File: config.mk
export PLATFORM = sky130hd
export DESIGN_NAME = acr_regs
export DESIGN_NICKNAME = d
export VERILOG_FILES = /design/src/hdl/acr_pkg.sv /design/src/hdl/acr_regs.sv /design/src/hdl/acr_trim_join.sv
export VERILOG_INCLUDE_DIRS = /design/src /design/src/hdl
export SDC_FILE = /design/constraint.sdc
export NUM_CORES = 1
export LEC_CHECK = 0
export ABC_AREA = 1
export BUFFER_PORTS_ARGS = -buffer_cell sky130_fd_sc_hd__buf_4
export CORE_UTILIZATION = 54
export DETAILED_ROUTE_END_ITERATION = 10
export GPL_TIMING_DRIVEN = 0
export PLACE_DENSITY = 0.8
export SLEW_MARGIN = 20
export SYNTH_ARGS = -nofsm -noshare
export SYNTH_HDL_FRONTEND = slang
export SYNTH_SLANG_ARGS = --single-unit
File: constraint.sdc
create_clock -name clk_sys_i -period 2.3 [get_ports clk_sys_i]
set_clock_uncertainty 0.15 [all_clocks]
set_input_delay 0.345 -clock clk_sys_i [delete_from_list [all_inputs] [get_ports clk_sys_i]]
set_output_delay 0.345 -clock clk_sys_i [all_outputs]
set_load 0.01 [all_outputs]
File: src/hdl/acr_defs.svh
`ifndef ACR_DEFS_SVH
`define ACR_DEFS_SVH

// Register indices; the Avalon byte address is four times the index
`define ACR_IDX_CH5_GAIN_UP   6'h25
`define ACR_IDX_CH5_GAIN_LO   6'h26
`define ACR_IDX_CH6_SETUP     6'h27
`define ACR_IDX_CH6_OFF_UP    6'h28
`define ACR_IDX_CH6_OFF_LO    6'h29
`define ACR_IDX_CH6_GAIN_UP   6'h2A
`define ACR_IDX_CH6_GAIN_LO   6'h2B
`define ACR_IDX_TRIM_STATUS   6'h30

// Reset values
`define ACR_RST_GAIN_UP       16'h8000
`define ACR_RST_ZERO16        16'h0000
`define ACR_RST_ZERO8         8'h00
`define ACR_RST_GAIN_FULL     24'h80_0000
`define ACR_RST_OFF_FULL      24'h00_0000

// Field positions inside the 16-bit registers
`define ACR_PHASE_MSB         15
`define ACR_PHASE_LSB         6
`define ACR_BYPASS_BIT        2
`define ACR_SEL_MSB           1
`define ACR_SEL_LSB           0
`define ACR_LOW_TRIM_MSB      15
`define ACR_LOW_TRIM_LSB      8

// Input select codes
`define ACR_SEL_PINS          2'h0
`define ACR_SEL_SHORT         2'h1
`define ACR_SEL_POS_TEST      2'h2
`define ACR_SEL_NEG_TEST      2'h3

// Avalon response codes
`define ACR_RESP_OKAY         2'h0
`define ACR_RESP_DECODE_ERR   2'h3

`endif

File: src/hdl/acr_pkg.sv
`include "acr_defs.svh"

package acr_pkg;

  typedef enum logic [1:0] {
    ACR_BUS_IDLE   = 2'h0,
    ACR_BUS_ANSWER = 2'h1
  } acr_bus_state_t;

  typedef struct packed {
    acr_bus_state_t bus_state;
    logic           waitrequest;
    logic [31:0]    readdata;
    logic [1:0]     response;
    logic [15:0]    gain5_hi;
    logic [7:0]     gain5_lo;
    logic [9:0]     phase;
    logic           bypass;
    logic [1:0]     sel;
    logic [3:0]     route;
    logic [15:0]    off6_hi;
    logic [7:0]     off6_lo;
    logic [15:0]    gain6_hi;
    logic [7:0]     gain6_lo;
  } acr_regs_state_t;

  typedef struct packed {
    logic [23:0] value;
    logic        neutral;
  } acr_join_state_t;

endpackage

File: src/hdl/acr_regs.sv
// Decided for this implementation: the Avalon-MM interface to the registers.
`timescale 1ns/1ns
`include "acr_defs.svh"

module acr_regs
  import acr_pkg::*;
#(
  parameter int ADDR_W = 8
) (
  input  wire logic              clk_sys_i,
  input  wire logic              rst_n_i,
  input  wire logic [ADDR_W-1:0] avs_address_i,
  input  wire logic              avs_read_i,
  input  wire logic              avs_write_i,
  input  wire logic [31:0]       avs_writedata_i,
  input  wire logic [3:0]        avs_byteenable_i,
  output logic      [31:0]       avs_readdata_o,
  output logic      [1:0]        avs_response_o,
  output logic                   avs_waitrequest_o,
  output logic      [23:0]       ch5_gain_o,
  output logic                   ch5_gain_unity_o,
  output logic      [23:0]       ch6_gain_o,
  output logic                   ch6_gain_unity_o,
  output logic      [23:0]       ch6_offset_o,
  output logic                   ch6_offset_zero_o,
  output logic      [9:0]        ch6_phase_shift_o,
  output logic                   ch6_dc_removal_bypass_o,
  output logic      [1:0]        ch6_input_select_o,
  output logic      [3:0]        ch6_route_o
);

  localparam int JOINS = 3;
  localparam logic [JOINS-1:0][23:0] NEUTRALS = {
    `ACR_RST_OFF_FULL,
    `ACR_RST_GAIN_FULL,
    `ACR_RST_GAIN_FULL
  };

  acr_regs_state_t st;
  acr_regs_state_t next_st;

  logic [JOINS-1:0][15:0] join_upper;
  logic [JOINS-1:0][7:0]  join_lower;
  logic [JOINS-1:0][23:0] join_value;
  logic [JOINS-1:0]       join_neutral;

  logic [5:0]  reg_index;
  logic        addr_aligned;
  logic        addr_high_zero;
  logic        mapped;
  logic [15:0] wr_half;
  logic [1:0]  wr_lanes;
  logic [15:0] rd_value;

  // Index of a word when the byte address is word aligned
  function automatic logic acr_hit(input logic [5:0] index, input logic [5:0] target);
    acr_hit = (index == target);
  endfunction

  // Unlisted indices answer with a decode error and read zero
  function automatic logic acr_is_mapped(input logic [5:0] index);
    acr_is_mapped = acr_hit(index, `ACR_IDX_CH5_GAIN_UP) ||
                    acr_hit(index, `ACR_IDX_CH5_GAIN_LO) ||
                    acr_hit(index, `ACR_IDX_CH6_SETUP)   ||
                    acr_hit(index, `ACR_IDX_CH6_OFF_UP)  ||
                    acr_hit(index, `ACR_IDX_CH6_OFF_LO)  ||
                    acr_hit(index, `ACR_IDX_CH6_GAIN_UP) ||
                    acr_hit(index, `ACR_IDX_CH6_GAIN_LO) ||
                    acr_hit(index, `ACR_IDX_TRIM_STATUS);
  endfunction

  // Byte-lane merge of a 16-bit register
  function automatic logic [15:0] acr_merge(input logic [15:0] old_val,
                                            input logic [15:0] new_val,
                                            input logic [1:0]  lanes);
    acr_merge[7:0]  = lanes[0] ? new_val[7:0]  : old_val[7:0];
    acr_merge[15:8] = lanes[1] ? new_val[15:8] : old_val[15:8];
  endfunction

  // Lower trim registers keep their value in the upper byte; the low byte reads zero
  function automatic logic [15:0] acr_low_view(input logic [7:0] low);
    acr_low_view = {low, 8'h00};
  endfunction

  function automatic logic [3:0] acr_route(input logic [1:0] sel);
    case (sel)
      `ACR_SEL_PINS:     acr_route = 4'h1;
      `ACR_SEL_SHORT:    acr_route = 4'h2;
      `ACR_SEL_POS_TEST: acr_route = 4'h4;
      `ACR_SEL_NEG_TEST: acr_route = 4'h8;
      default:           acr_route = 4'h1;
    endcase
  endfunction

  // A wider bus must keep its extra address bits at zero, or aliases would appear
  generate
    if (ADDR_W > 8) begin : g_high_addr
      assign addr_high_zero = (avs_address_i[ADDR_W-1:8] == '0);
    end else begin : g_no_high_addr
      assign addr_high_zero = 1'b1;
    end
  endgenerate

  assign reg_index    = avs_address_i[7:2];
  assign addr_aligned = (avs_address_i[1:0] == 2'h0) && addr_high_zero;
  assign mapped       = addr_aligned && acr_is_mapped(reg_index);
  assign wr_half      = avs_writedata_i[15:0];
  assign wr_lanes     = avs_byteenable_i[1:0];

  // Read view; reserved fields and the upper half word are forced to zero
  always_comb begin
    rd_value = 16'h0000;
    case (reg_index)
      `ACR_IDX_CH5_GAIN_UP: begin
        rd_value = st.gain5_hi;
      end
      `ACR_IDX_CH5_GAIN_LO: begin
        rd_value = acr_low_view(st.gain5_lo);
      end
      `ACR_IDX_CH6_SETUP: begin
        rd_value = {st.phase, 3'h0, st.bypass, st.sel};
      end
      `ACR_IDX_CH6_OFF_UP: begin
        rd_value = st.off6_hi;
      end
      `ACR_IDX_CH6_OFF_LO: begin
        rd_value = acr_low_view(st.off6_lo);
      end
      `ACR_IDX_CH6_GAIN_UP: begin
        rd_value = st.gain6_hi;
      end
      `ACR_IDX_CH6_GAIN_LO: begin
        rd_value = acr_low_view(st.gain6_lo);
      end
      // Flags come from the join stage, so they trail a trim write by one cycle
      `ACR_IDX_TRIM_STATUS: begin
        rd_value = {{(16-JOINS){1'b0}}, join_neutral};
      end
      default: begin
        rd_value = 16'h0000;
      end
    endcase
  end

  always_comb begin
    next_st             = st;
    next_st.waitrequest = 1'b1;
    // Route follows select one cycle late, like the other derived outputs
    next_st.route       = acr_route(st.sel);
    case (st.bus_state)
      ACR_BUS_IDLE: begin
        if (avs_read_i || avs_write_i) begin
          next_st.bus_state   = ACR_BUS_ANSWER;
          next_st.waitrequest = 1'b0;
          if (mapped) begin
            next_st.response = `ACR_RESP_OKAY;
          end else begin
            next_st.response = `ACR_RESP_DECODE_ERR;
          end
          // A write answer leaves the data of the last read standing
          if (avs_read_i && mapped) begin
            next_st.readdata = {16'h0000, rd_value};
          end else if (avs_read_i) begin
            next_st.readdata = 32'h0000_0000;
          end
        end
      end
      ACR_BUS_ANSWER: begin
        // The write lands on the edge where the master sees waitrequest low
        next_st.bus_state = ACR_BUS_IDLE;
        if (avs_write_i && mapped) begin
          case (reg_index)
            `ACR_IDX_CH5_GAIN_UP: begin
              next_st.gain5_hi = acr_merge(st.gain5_hi, wr_half, wr_lanes);
            end
            `ACR_IDX_CH5_GAIN_LO: begin
              if (wr_lanes[1]) begin
                next_st.gain5_lo = wr_half[`ACR_LOW_TRIM_MSB:`ACR_LOW_TRIM_LSB];
              end
            end
            // Phase straddles both byte lanes; each lane writes only its own slice
            `ACR_IDX_CH6_SETUP: begin
              if (wr_lanes[1]) begin
                next_st.phase[9:2] = wr_half[`ACR_PHASE_MSB:8];
              end
              if (wr_lanes[0]) begin
                next_st.phase[1:0] = wr_half[7:`ACR_PHASE_LSB];
                next_st.bypass     = wr_half[`ACR_BYPASS_BIT];
                next_st.sel        = wr_half[`ACR_SEL_MSB:`ACR_SEL_LSB];
              end
            end
            `ACR_IDX_CH6_OFF_UP: begin
              next_st.off6_hi = acr_merge(st.off6_hi, wr_half, wr_lanes);
            end
            `ACR_IDX_CH6_OFF_LO: begin
              if (wr_lanes[1]) begin
                next_st.off6_lo = wr_half[`ACR_LOW_TRIM_MSB:`ACR_LOW_TRIM_LSB];
              end
            end
            `ACR_IDX_CH6_GAIN_UP: begin
              next_st.gain6_hi = acr_merge(st.gain6_hi, wr_half, wr_lanes);
            end
            `ACR_IDX_CH6_GAIN_LO: begin
              if (wr_lanes[1]) begin
                next_st.gain6_lo = wr_half[`ACR_LOW_TRIM_MSB:`ACR_LOW_TRIM_LSB];
              end
            end
            `ACR_IDX_TRIM_STATUS: begin
              // Read-only: the write is answered OKAY and dropped
              next_st.bus_state = ACR_BUS_IDLE;
            end
            default: begin
              next_st.bus_state = ACR_BUS_IDLE;
            end
          endcase
        end
      end
      default: begin
        next_st.bus_state = ACR_BUS_IDLE;
      end
    endcase
  end

  // Reset puts both gains at unity and the offset at zero
  always_ff @(posedge clk_sys_i or negedge rst_n_i) begin
    if (!rst_n_i) begin
      st.bus_state   <= ACR_BUS_IDLE;
      st.waitrequest <= 1'b1;
      st.readdata    <= 32'h0000_0000;
      st.response    <= `ACR_RESP_OKAY;
      st.gain5_hi    <= `ACR_RST_GAIN_UP;
      st.gain5_lo    <= `ACR_RST_ZERO8;
      st.phase       <= 10'h000;
      st.bypass      <= 1'b0;
      st.sel         <= `ACR_SEL_PINS;
      // Must agree with the one-hot code of the reset select
      st.route       <= 4'h1;
      st.off6_hi     <= `ACR_RST_ZERO16;
      st.off6_lo     <= `ACR_RST_ZERO8;
      st.gain6_hi    <= `ACR_RST_GAIN_UP;
      st.gain6_lo    <= `ACR_RST_ZERO8;
    end else begin
      st <= next_st;
    end
  end

  // The datapath sees a joined word one cycle after the register write,
  // but each half is written on its own, so between the two writes the word joins a new half with an old one
  assign join_upper[0] = st.gain5_hi;
  assign join_lower[0] = st.gain5_lo;
  assign join_upper[1] = st.gain6_hi;
  assign join_lower[1] = st.gain6_lo;
  assign join_upper[2] = st.off6_hi;
  assign join_lower[2] = st.off6_lo;

  genvar gi;
  generate
    for (gi = 0; gi < JOINS; gi++) begin : g_join
      acr_trim_join #(
        .NEUTRAL (NEUTRALS[gi])
      ) u_join (
        .clk_sys_i (clk_sys_i),
        .rst_n_i   (rst_n_i),
        .upper_i   (join_upper[gi]),
        .lower_i   (join_lower[gi]),
        .value_o   (join_value[gi]),
        .neutral_o (join_neutral[gi])
      );
    end
  endgenerate

  // Every output below is a register bit or a join-stage register
  assign avs_readdata_o          = st.readdata;
  assign avs_response_o          = st.response;
  assign avs_waitrequest_o       = st.waitrequest;
  // Unsigned 1.23 multiplier: bit 23 weighs one, top of range is just below two
  assign ch5_gain_o              = join_value[0];
  assign ch5_gain_unity_o        = join_neutral[0];
  assign ch6_gain_o              = join_value[1];
  assign ch6_gain_unity_o        = join_neutral[1];
  // Two's complement offset, passed on without reinterpretation
  assign ch6_offset_o            = join_value[2];
  assign ch6_offset_zero_o       = join_neutral[2];
  assign ch6_phase_shift_o       = st.phase;
  assign ch6_dc_removal_bypass_o = st.bypass;
  assign ch6_input_select_o      = st.sel;
  assign ch6_route_o             = st.route;

endmodule // acr_regs

File: src/hdl/acr_trim_join.sv
`timescale 1ns/1ns
`include "acr_defs.svh"

// Joins an upper and a lower trim register into one 24-bit correction word
module acr_trim_join
  import acr_pkg::*;
#(
  parameter logic [23:0] NEUTRAL = `ACR_RST_GAIN_FULL
) (
  input  wire logic        clk_sys_i,
  input  wire logic        rst_n_i,
  input  wire logic [15:0] upper_i,
  input  wire logic [7:0]  lower_i,
  output logic      [23:0] value_o,
  output logic             neutral_o
);

  acr_join_state_t st;
  acr_join_state_t next_st;

  always_comb begin
    next_st         = st;
    next_st.value   = {upper_i, lower_i};
    next_st.neutral = ({upper_i, lower_i} == NEUTRAL);
  end

  // Reset value matches the reset of the source registers
  always_ff @(posedge clk_sys_i or negedge rst_n_i) begin
    if (!rst_n_i) begin
      st <= '{value: NEUTRAL, neutral: 1'b1};
    end else begin
      st <= next_st;
    end
  end

  assign value_o   = st.value;
  assign neutral_o = st.neutral;

endmodule // acr_trim_join

==> results of run 1 <==
[final cells by class]
| class | instances | share of cell area (%) |
|---|---|---|
| Sequential cell | 183 | 46.9 |
| Clock buffer | 19 | 4.43 |
| Inverter | 42 | 1.61 |
| Clock inverter | 13 | 1.73 |
| Tap cell | 180 | 2.30 |
| Timing Repair Buffer | 148 | 12.0 |
| Buffer | 65 | 4.64 |
| Multi-Input combinational cell | 573 | 26.4 |
[where the power goes]
part | switching, mW | internal, mW | leakage, nW | total (mW)
combinational | 0.219 | 0.102 | 2.96 | 0.321
clock | 1.25 | 1.72 | 0.293 | 2.98
sequential | 0.00926 | 3.23 | 2.52 | 3.24
[kinds of logic (layout without fill, tap and decap cells)]
logic type             count (synthesis)  after routing  synth area share [%]
AND/OR/NAND/NOR                      552            552                  32.3
buffers and inverters                107            287                  7.92
AO/OA/AOI/OAI                          5              5                 0.340
flip-flops                           183            183                  59.4
other                                  1             16                0.0486
[sequential cells by signal, indices dropped and copies added (netlist names), 2 cells and up]
register                 count
g_join.u_join.neutral_o      3
avs_readdata_o              16
ch6_route_o                  4
join_upper                  48
g_join.u_join.value_o       72
ch6_input_select_o           2
ch6_phase_shift_o           10
join_lower                  24
[layout by cell type (no fill, tap or decap), types with 8 or more instances in the layout]
master / n
nand3_1: 61
nor2_2: 8
inv_1: 37
nand2_1: 378
nor2_1: 53
dfstp_2: 9
nand4_1: 11
nor4_1: 16
buf_4: 191
nor2_8: 9
dfrtp_1: 174
nand4_2: 8
clkbuf_16: 17
clkbuf_1: 8
conb_1: 16
[worst paths after layout]
| kind | slack, ns | to | cells past startpoint | startpoint |
|---|---|---|---|---|
| min in group asynchronous | 0.28 | avs_readdata_o[3] | 2 | rst_n_i |
| min reg2reg | 0.25 | g_join[0].u_join.value_o[23] | 0 | join_upper[15] |
| min | 0.02 | join_upper[16] | 3 | avs_writedata_i[0] |
| max | 0.14 | join_upper[30] | 6 | st[124] |
| max reg2reg | 0.14 | join_upper[30] | 6 | st[124] |
| max in group asynchronous | 1.02 | ch6_phase_shift_o[9] | 3 | rst_n_i |
[worst max-delay path, delay by kind of cell (launching register included)]
family                 cells  cell delay (ns)
and+or+nand+nor            4             0.79
DFF                        1             0.37
buffers and inverters      2             0.73
[per-layer routing]
layer  wire [microns]  GRT usage [%]
met5                0              0
met4              541           10.3
met3             1730           7.12
met2             8870           42.1
met1             8360           39.3
[repair_timing]
action / 4_1_cts / 5_1_grt
setup buffers: 0 / 0
endpoints found under the hold margin: 58 / 0
hold buffers: 6 / 0
gates resized for setup: 0 / 0
[cell usage after synthesis]
| cell type | instances | area, sq um |
|---|---|---|
| nand2_1 | 378 | 1420 |
| clkbuf_1 | 6 | 22.5 |
| dfstp_2 | 9 | 236 |
| nor4_1 | 16 | 100 |
| or2_2 | 1 | 6.26 |
| nand3_2 | 3 | 30.0 |
| nor2_8 | 9 | 180 |
| nor2_1 | 53 | 199 |
| inv_2 | 4 | 15.0 |
| buf_6 | 1 | 11.3 |
| o21ai_0 | 4 | 20.0 |
| clkinv_1 | 1 | 3.75 |
| dfrtp_1 | 174 | 4350 |
| nand3_1 | 61 | 305 |
| conb_1 | 1 | 3.75 |
| nor2_4 | 2 | 22.5 |
| buf_2 | 6 | 30.0 |
| inv_1 | 37 | 139 |
| nor2_2 | 8 | 50.1 |
| a31oi_1 | 1 | 6.26 |
| nor3_1 | 2 | 10.0 |
| buf_4 | 52 | 390 |
| nand4_2 | 8 | 100 |
| nand4_1 | 11 | 68.8 |
[stage by stage]
stage	area [sq um]	power [mW]
2_1_floorplan	7780	3.42
3_3_place_gp	9060	3.59
3_5_place_dp	9120	3.61
4_1_cts	9780	6.56
5_1_grt	9780	6.74
6_report	9780	6.54
==> summary.txt, run 1 <==
Outcome = complete, no violations
Worst hold slack = 0.0186 ns
Initial Utilization = 55.4%
Clk sinks = 183
Total grt overflow = 0
Die X-Extent = 122 microns
Final Wtd Congestion = 0.902
Critical path type = register to register
P_leak = 5.77 nW
Final Max Slew Viols = 0
Register area = 4590 sq um
Mapped Avg Cell Area = 9.11 sq um
Antenna cells = 0
Drt via density = 5.18
Slowest stage cell, crit path = clkbuf_1
Core Util, Final = 70.2%
Total number of H-tree levels = 4
Initial antenna violation count = 0
CP cell instances = nand2_1, inv_1, clkbuf_1, nand4_1, nand2_1, nand2_1
Max incr delay on CP = 0.62 ns
Non-filler instance count after layout = 1223
First-pass GRT wire length = 31000 microns
YS warnings = 0
DRC viols = 0
Hold Fails Final Rpt = 0
Hold crit path type = input port to register
Crit-path most repeated cell = nand2_1
Setup TNS = 0 ns
Post-DRT Antenna Nets = 0
Post-Route WL = 19500 microns
Cells after Synth = 848
DR iter-0 viols = 591
Vert. Die Dim = 122 microns
Required @ worst endpoint = 2.47 ns
CP Launch Type = register
Seq/Total Area, Yosys = 59.4%
Final setup fails = 0
CP Capture Type = register
Fmax = 464 MHz
Root Buffer = clkbuf_16
Pre-CTS WS = 0.0710 ns
P&R area growth vs syn = 26.6%
Placed cell count = 1185
Post-synthesis instance area = 7720 sq um
Max Cap Viol = 0
GRT Overall Usage = 28.0%
Multi-input logic area = 2580 sq um
Synth cell types = 24
Die area = 14800 sq um
Number of CTS-inserted buffers = 17
RSZ-0062 raised after global routing = false
Final nets = 1078
Tcrit/Tclk final = 93.8%
HPWL Detailed = 14100 microns
Number of port buffers = 140
Ports = 175
CTS tree = done
Rel. slew slack = 46.3%
Critical Path AT = 2.32 ns
Final setup margin = 0.144 ns
Largest net degree at the start of global routing = 71
Peak supply drop = 0.000441 V
Crit path max fanout = 10
Mean routed wirelength per cell = 15.9 microns
CTS Buffer Depth = 2
Core area = 13900 sq um
Vias in the first global route = 5916
Detailed-route via count = 6338
Worst-path clk slew = 0.07 ns
Worst slew pin tran = 0.806 ns
Number of fill cells = 1073
Power Dens Cells = 669 nW/um^2
DR pass1 iterations = 6
Yosys reg bits = 183
Skew-Pair Late Insertion Delay = 0.43 ns
Layout cell share with drive strength beyond 1 = 26.4%
Minimum clock period after layout = 2.16 ns
Row count = 43
No activity file was read; power rests on OpenSTA's default activity.
==> run 2, diff against run 1 <==
--- a/config.mk
+++ b/config.mk
@@ -8,10 +8,11 @@
 export LEC_CHECK = 0
 export ABC_AREA = 1
 export BUFFER_PORTS_ARGS = -buffer_cell sky130_fd_sc_hd__buf_4
+export CORE_ASPECT_RATIO = 0.9
 export CORE_UTILIZATION = 54
 export DETAILED_ROUTE_END_ITERATION = 10
 export GPL_TIMING_DRIVEN = 0
-export PLACE_DENSITY = 0.8
+export PLACE_DENSITY = 0.76
 export SLEW_MARGIN = 20
 export SYNTH_ARGS = -nofsm -noshare
 export SYNTH_HDL_FRONTEND = slang
==> run 2 against run 1 <==
Compared with the run above: design area decreased by 0.13%; sequential cell count unchanged; register-to-register slack improved by 0.06 ns; final cell count increased by 0.65%; die area about the same; core utilization decreased by 0.44 points; combinational power decreased by 3%; sequential power about the same; routed wire length increased by 0.85%; setup slack improved by 0.056 ns; power increased by 1.5%; critical endpoint is now join_upper[25]; highest routed layer unchanged.
==> summary.txt, run 2 (synthesis gave the netlist of run 1 again) <==
Outcome = complete, no violations
First-pass GRT wire length = 31200 microns (+0.67%)
Fmax = 476 MHz (+2.7%)
Detailed-route via count = 6245 (-1.5%)
Skew-Pair Late Insertion Delay = 0.43 ns (about the same)
Drt via density = 5.07 (-2.1%)
HPWL Detailed = 14200 microns (+0.46%)
CP Buf/Inv Count = 2 (unchanged)
Critical path depth = 6 (unchanged)
Core Util, Final = 69.7% (-0.44 points)
Die area = 14800 sq um (about the same)
GRT Overall Usage = 28.5% (+0.50 points)
Critical path's top delay family = simple AND/OR/NAND/NOR gates
Clk sinks = 183 (unchanged)
Final setup fails = 0 (unchanged)
Initial Utilization = 55.2% (-0.28 points)
Worst-path clk slew = 0.06 ns (about the same)
Critical Path AT = 2.27 ns (-0.05 ns)
Rel. slew slack = 48.5% (+2.2 points)
Hold Crit Depth = 3 (unchanged)
Tcrit/Tclk final = 91.3% (-2.4 points)
Post-DRT Antenna Nets = 0 (unchanged)
DRC viols = 0 (unchanged)
Initial antenna violation count = 0 (unchanged)
Max incr delay on CP = 0.59 ns (-0.03 ns)
Final nets = 1075 (-0.28%)
Worst r2r src = st[124]
Number of fill cells = 1106 (+3.1%)
R2R setup slack = 0.20 ns (+0.06 ns)
Slowest stage cell, crit path = clkbuf_1
Vias in the first global route = 5958 (+0.71%)
CP cell instances = nand2_1, inv_1, clkbuf_1, nand4_1, nand2_1, nand2_1
Crit-path most repeated cell = nand2_1
Total grt overflow = 0 (unchanged)
Final Wtd Congestion = 0.913 (+1.2%)
# resized after CTS = 0 (unchanged)
Antenna cells = 0 (unchanged)
Core area = 14000 sq um (+0.50%)
Final setup margin = 0.200 ns (+0.0561 ns)
P&R area growth vs syn = 26.5%
Number of CTS-inserted buffers = 17 (unchanged)
Total number of H-tree levels = 4 (unchanged)
Pre-CTS WS = 0.0325 ns (-0.0385 ns)
CTS tree = done
RSZ-0062 raised after global routing = false
Ports = 175 (unchanged)
Layout cell share with drive strength beyond 1 = 26.2% (-0.16 points)
Setup Buffers After CTS = 0 (unchanged)
CP Capture Type = register
Worst reg-to-reg path cell count = 6 (unchanged)
CP Capture Point = join_upper[25]
Max reg flops = 72 (unchanged)
Largest net degree at the start of global routing = 98 (+38%)
Max Cap Viol = 0 (unchanged)
Root Buffer = clkbuf_16
CP Launch Type = register
CTS Buffer Depth = 2 (unchanged)
Hold crit path type = input port to register
Commonest non-fill, non-tap cell in the layout = nand2_1
Vert. Die Dim = 115 microns (-5.0%)
Critical path type = register to register
Mean routed wirelength per cell = 16.0 microns (+0.19%)
DR iter-0 viols = 521 (-12%)
Die X-Extent = 128 microns (+5.3%)
Critical path startpoint = st[124]
Post-Route WL = 19700 microns (+0.85%)
Worst slew pin tran = 0.773 ns (-0.0330 ns)
Register area = 4590 sq um (unchanged)
R2R Path End = join_upper[25]
Number of port buffers = 140 (unchanged)
Multi-input logic area = 2580 sq um (unchanged)
Row count = 41 (-4.7%)
Crit path max fanout = 10 (unchanged)
Power Dens Cells = 679 nW/um^2 (+1.6%)
Worst hold slack = 0.0167 ns (-0.00186 ns)
Final Max Slew Viols = 0 (unchanged)
Hold Fails Final Rpt = 0 (unchanged)
DR pass1 iterations = 5 (-1)
Required @ worst endpoint = 2.47 ns (about the same)
Minimum clock period after layout = 2.10 ns (-0.0561 ns)
Peak supply drop = 0.000468 V (+6.2%)
Commonest cells after routing, fill and taps aside = nand2_1 (378), buf_4 (191), dfrtp_1 (174)
P_leak = 5.76 nW (-0.20%)
-- run 2: layout make-up --
class,count,area share [%]
Clock inverter,8,1.50
Sequential cell,183,47.0
Tap cell,193,2.47
Buffer,65,4.65
Multi-Input combinational cell,573,26.4
Inverter,42,1.61
Clock buffer,22,4.85
Timing Repair Buffer,145,11.5
-- run 2: per-layer routing --
metal  GRT usage, %  wire length, microns
met5              0                     0
met4           9.33                   413
met3           7.06                  1610
met2           43.8                  8990
met1           40.2                  8660
-- run 2: where the power goes --
group          leakage (nW)  switching (mW)  internal (mW)
registers              2.52         0.00912           3.23
logic                  2.94           0.217         0.0952
clock network         0.302            1.19           1.89
total                  5.76            1.42           5.22
-- run 2: worst reg2reg max path, stage by stage (launching register included) --
cell      delay [ns]
dfrtp_1         0.37
nand2_1         0.08
inv_1           0.10
clkbuf_1        0.59
nand4_1         0.47
nand2_1         0.16
nand2_1         0.06
-- run 2: worst min-delay path by stage --
stage | slack, ns | end | from
after detailed placement | 0.24 | g_join[0].u_join.value_o[23] | join_upper[15]
after global placement | 0.24 | g_join[0].u_join.value_o[23] | join_upper[15]
final | 0.02 | ch6_phase_shift_o[0] | avs_writedata_i[6]
after global routing | 0.007 | join_upper[39] | avs_writedata_i[7]
after floorplan | -0.10 | avs_readdata_o[0] | rst_n_i
after CTS | 0.005 | join_upper[38] | avs_writedata_i[6]
-- run 2: timing repair --
| action | in CTS | in global routing |
|---|---|---|
| hold buffers | 4 | 0 |
| hold endpoints to repair | 97 | 0 |
| endpoints found under the setup margin | 0 | 0 |
-- run 2: stage by stage --
stage | cell area (sq um) | power [mW] | setup TNS (ns) | std cells
finish | 9770 | 6.64 | 0 | 1231
global placement | 9070 | 3.59 | -54.52 | 1196
floorplan | 7780 | 3.42 | 0 | 863
CTS | 9770 | 6.65 | 0 | 1231
global route | 9770 | 6.82 | 0 | 1231
detailed placement | 9110 | 3.61 | 0 | 1197
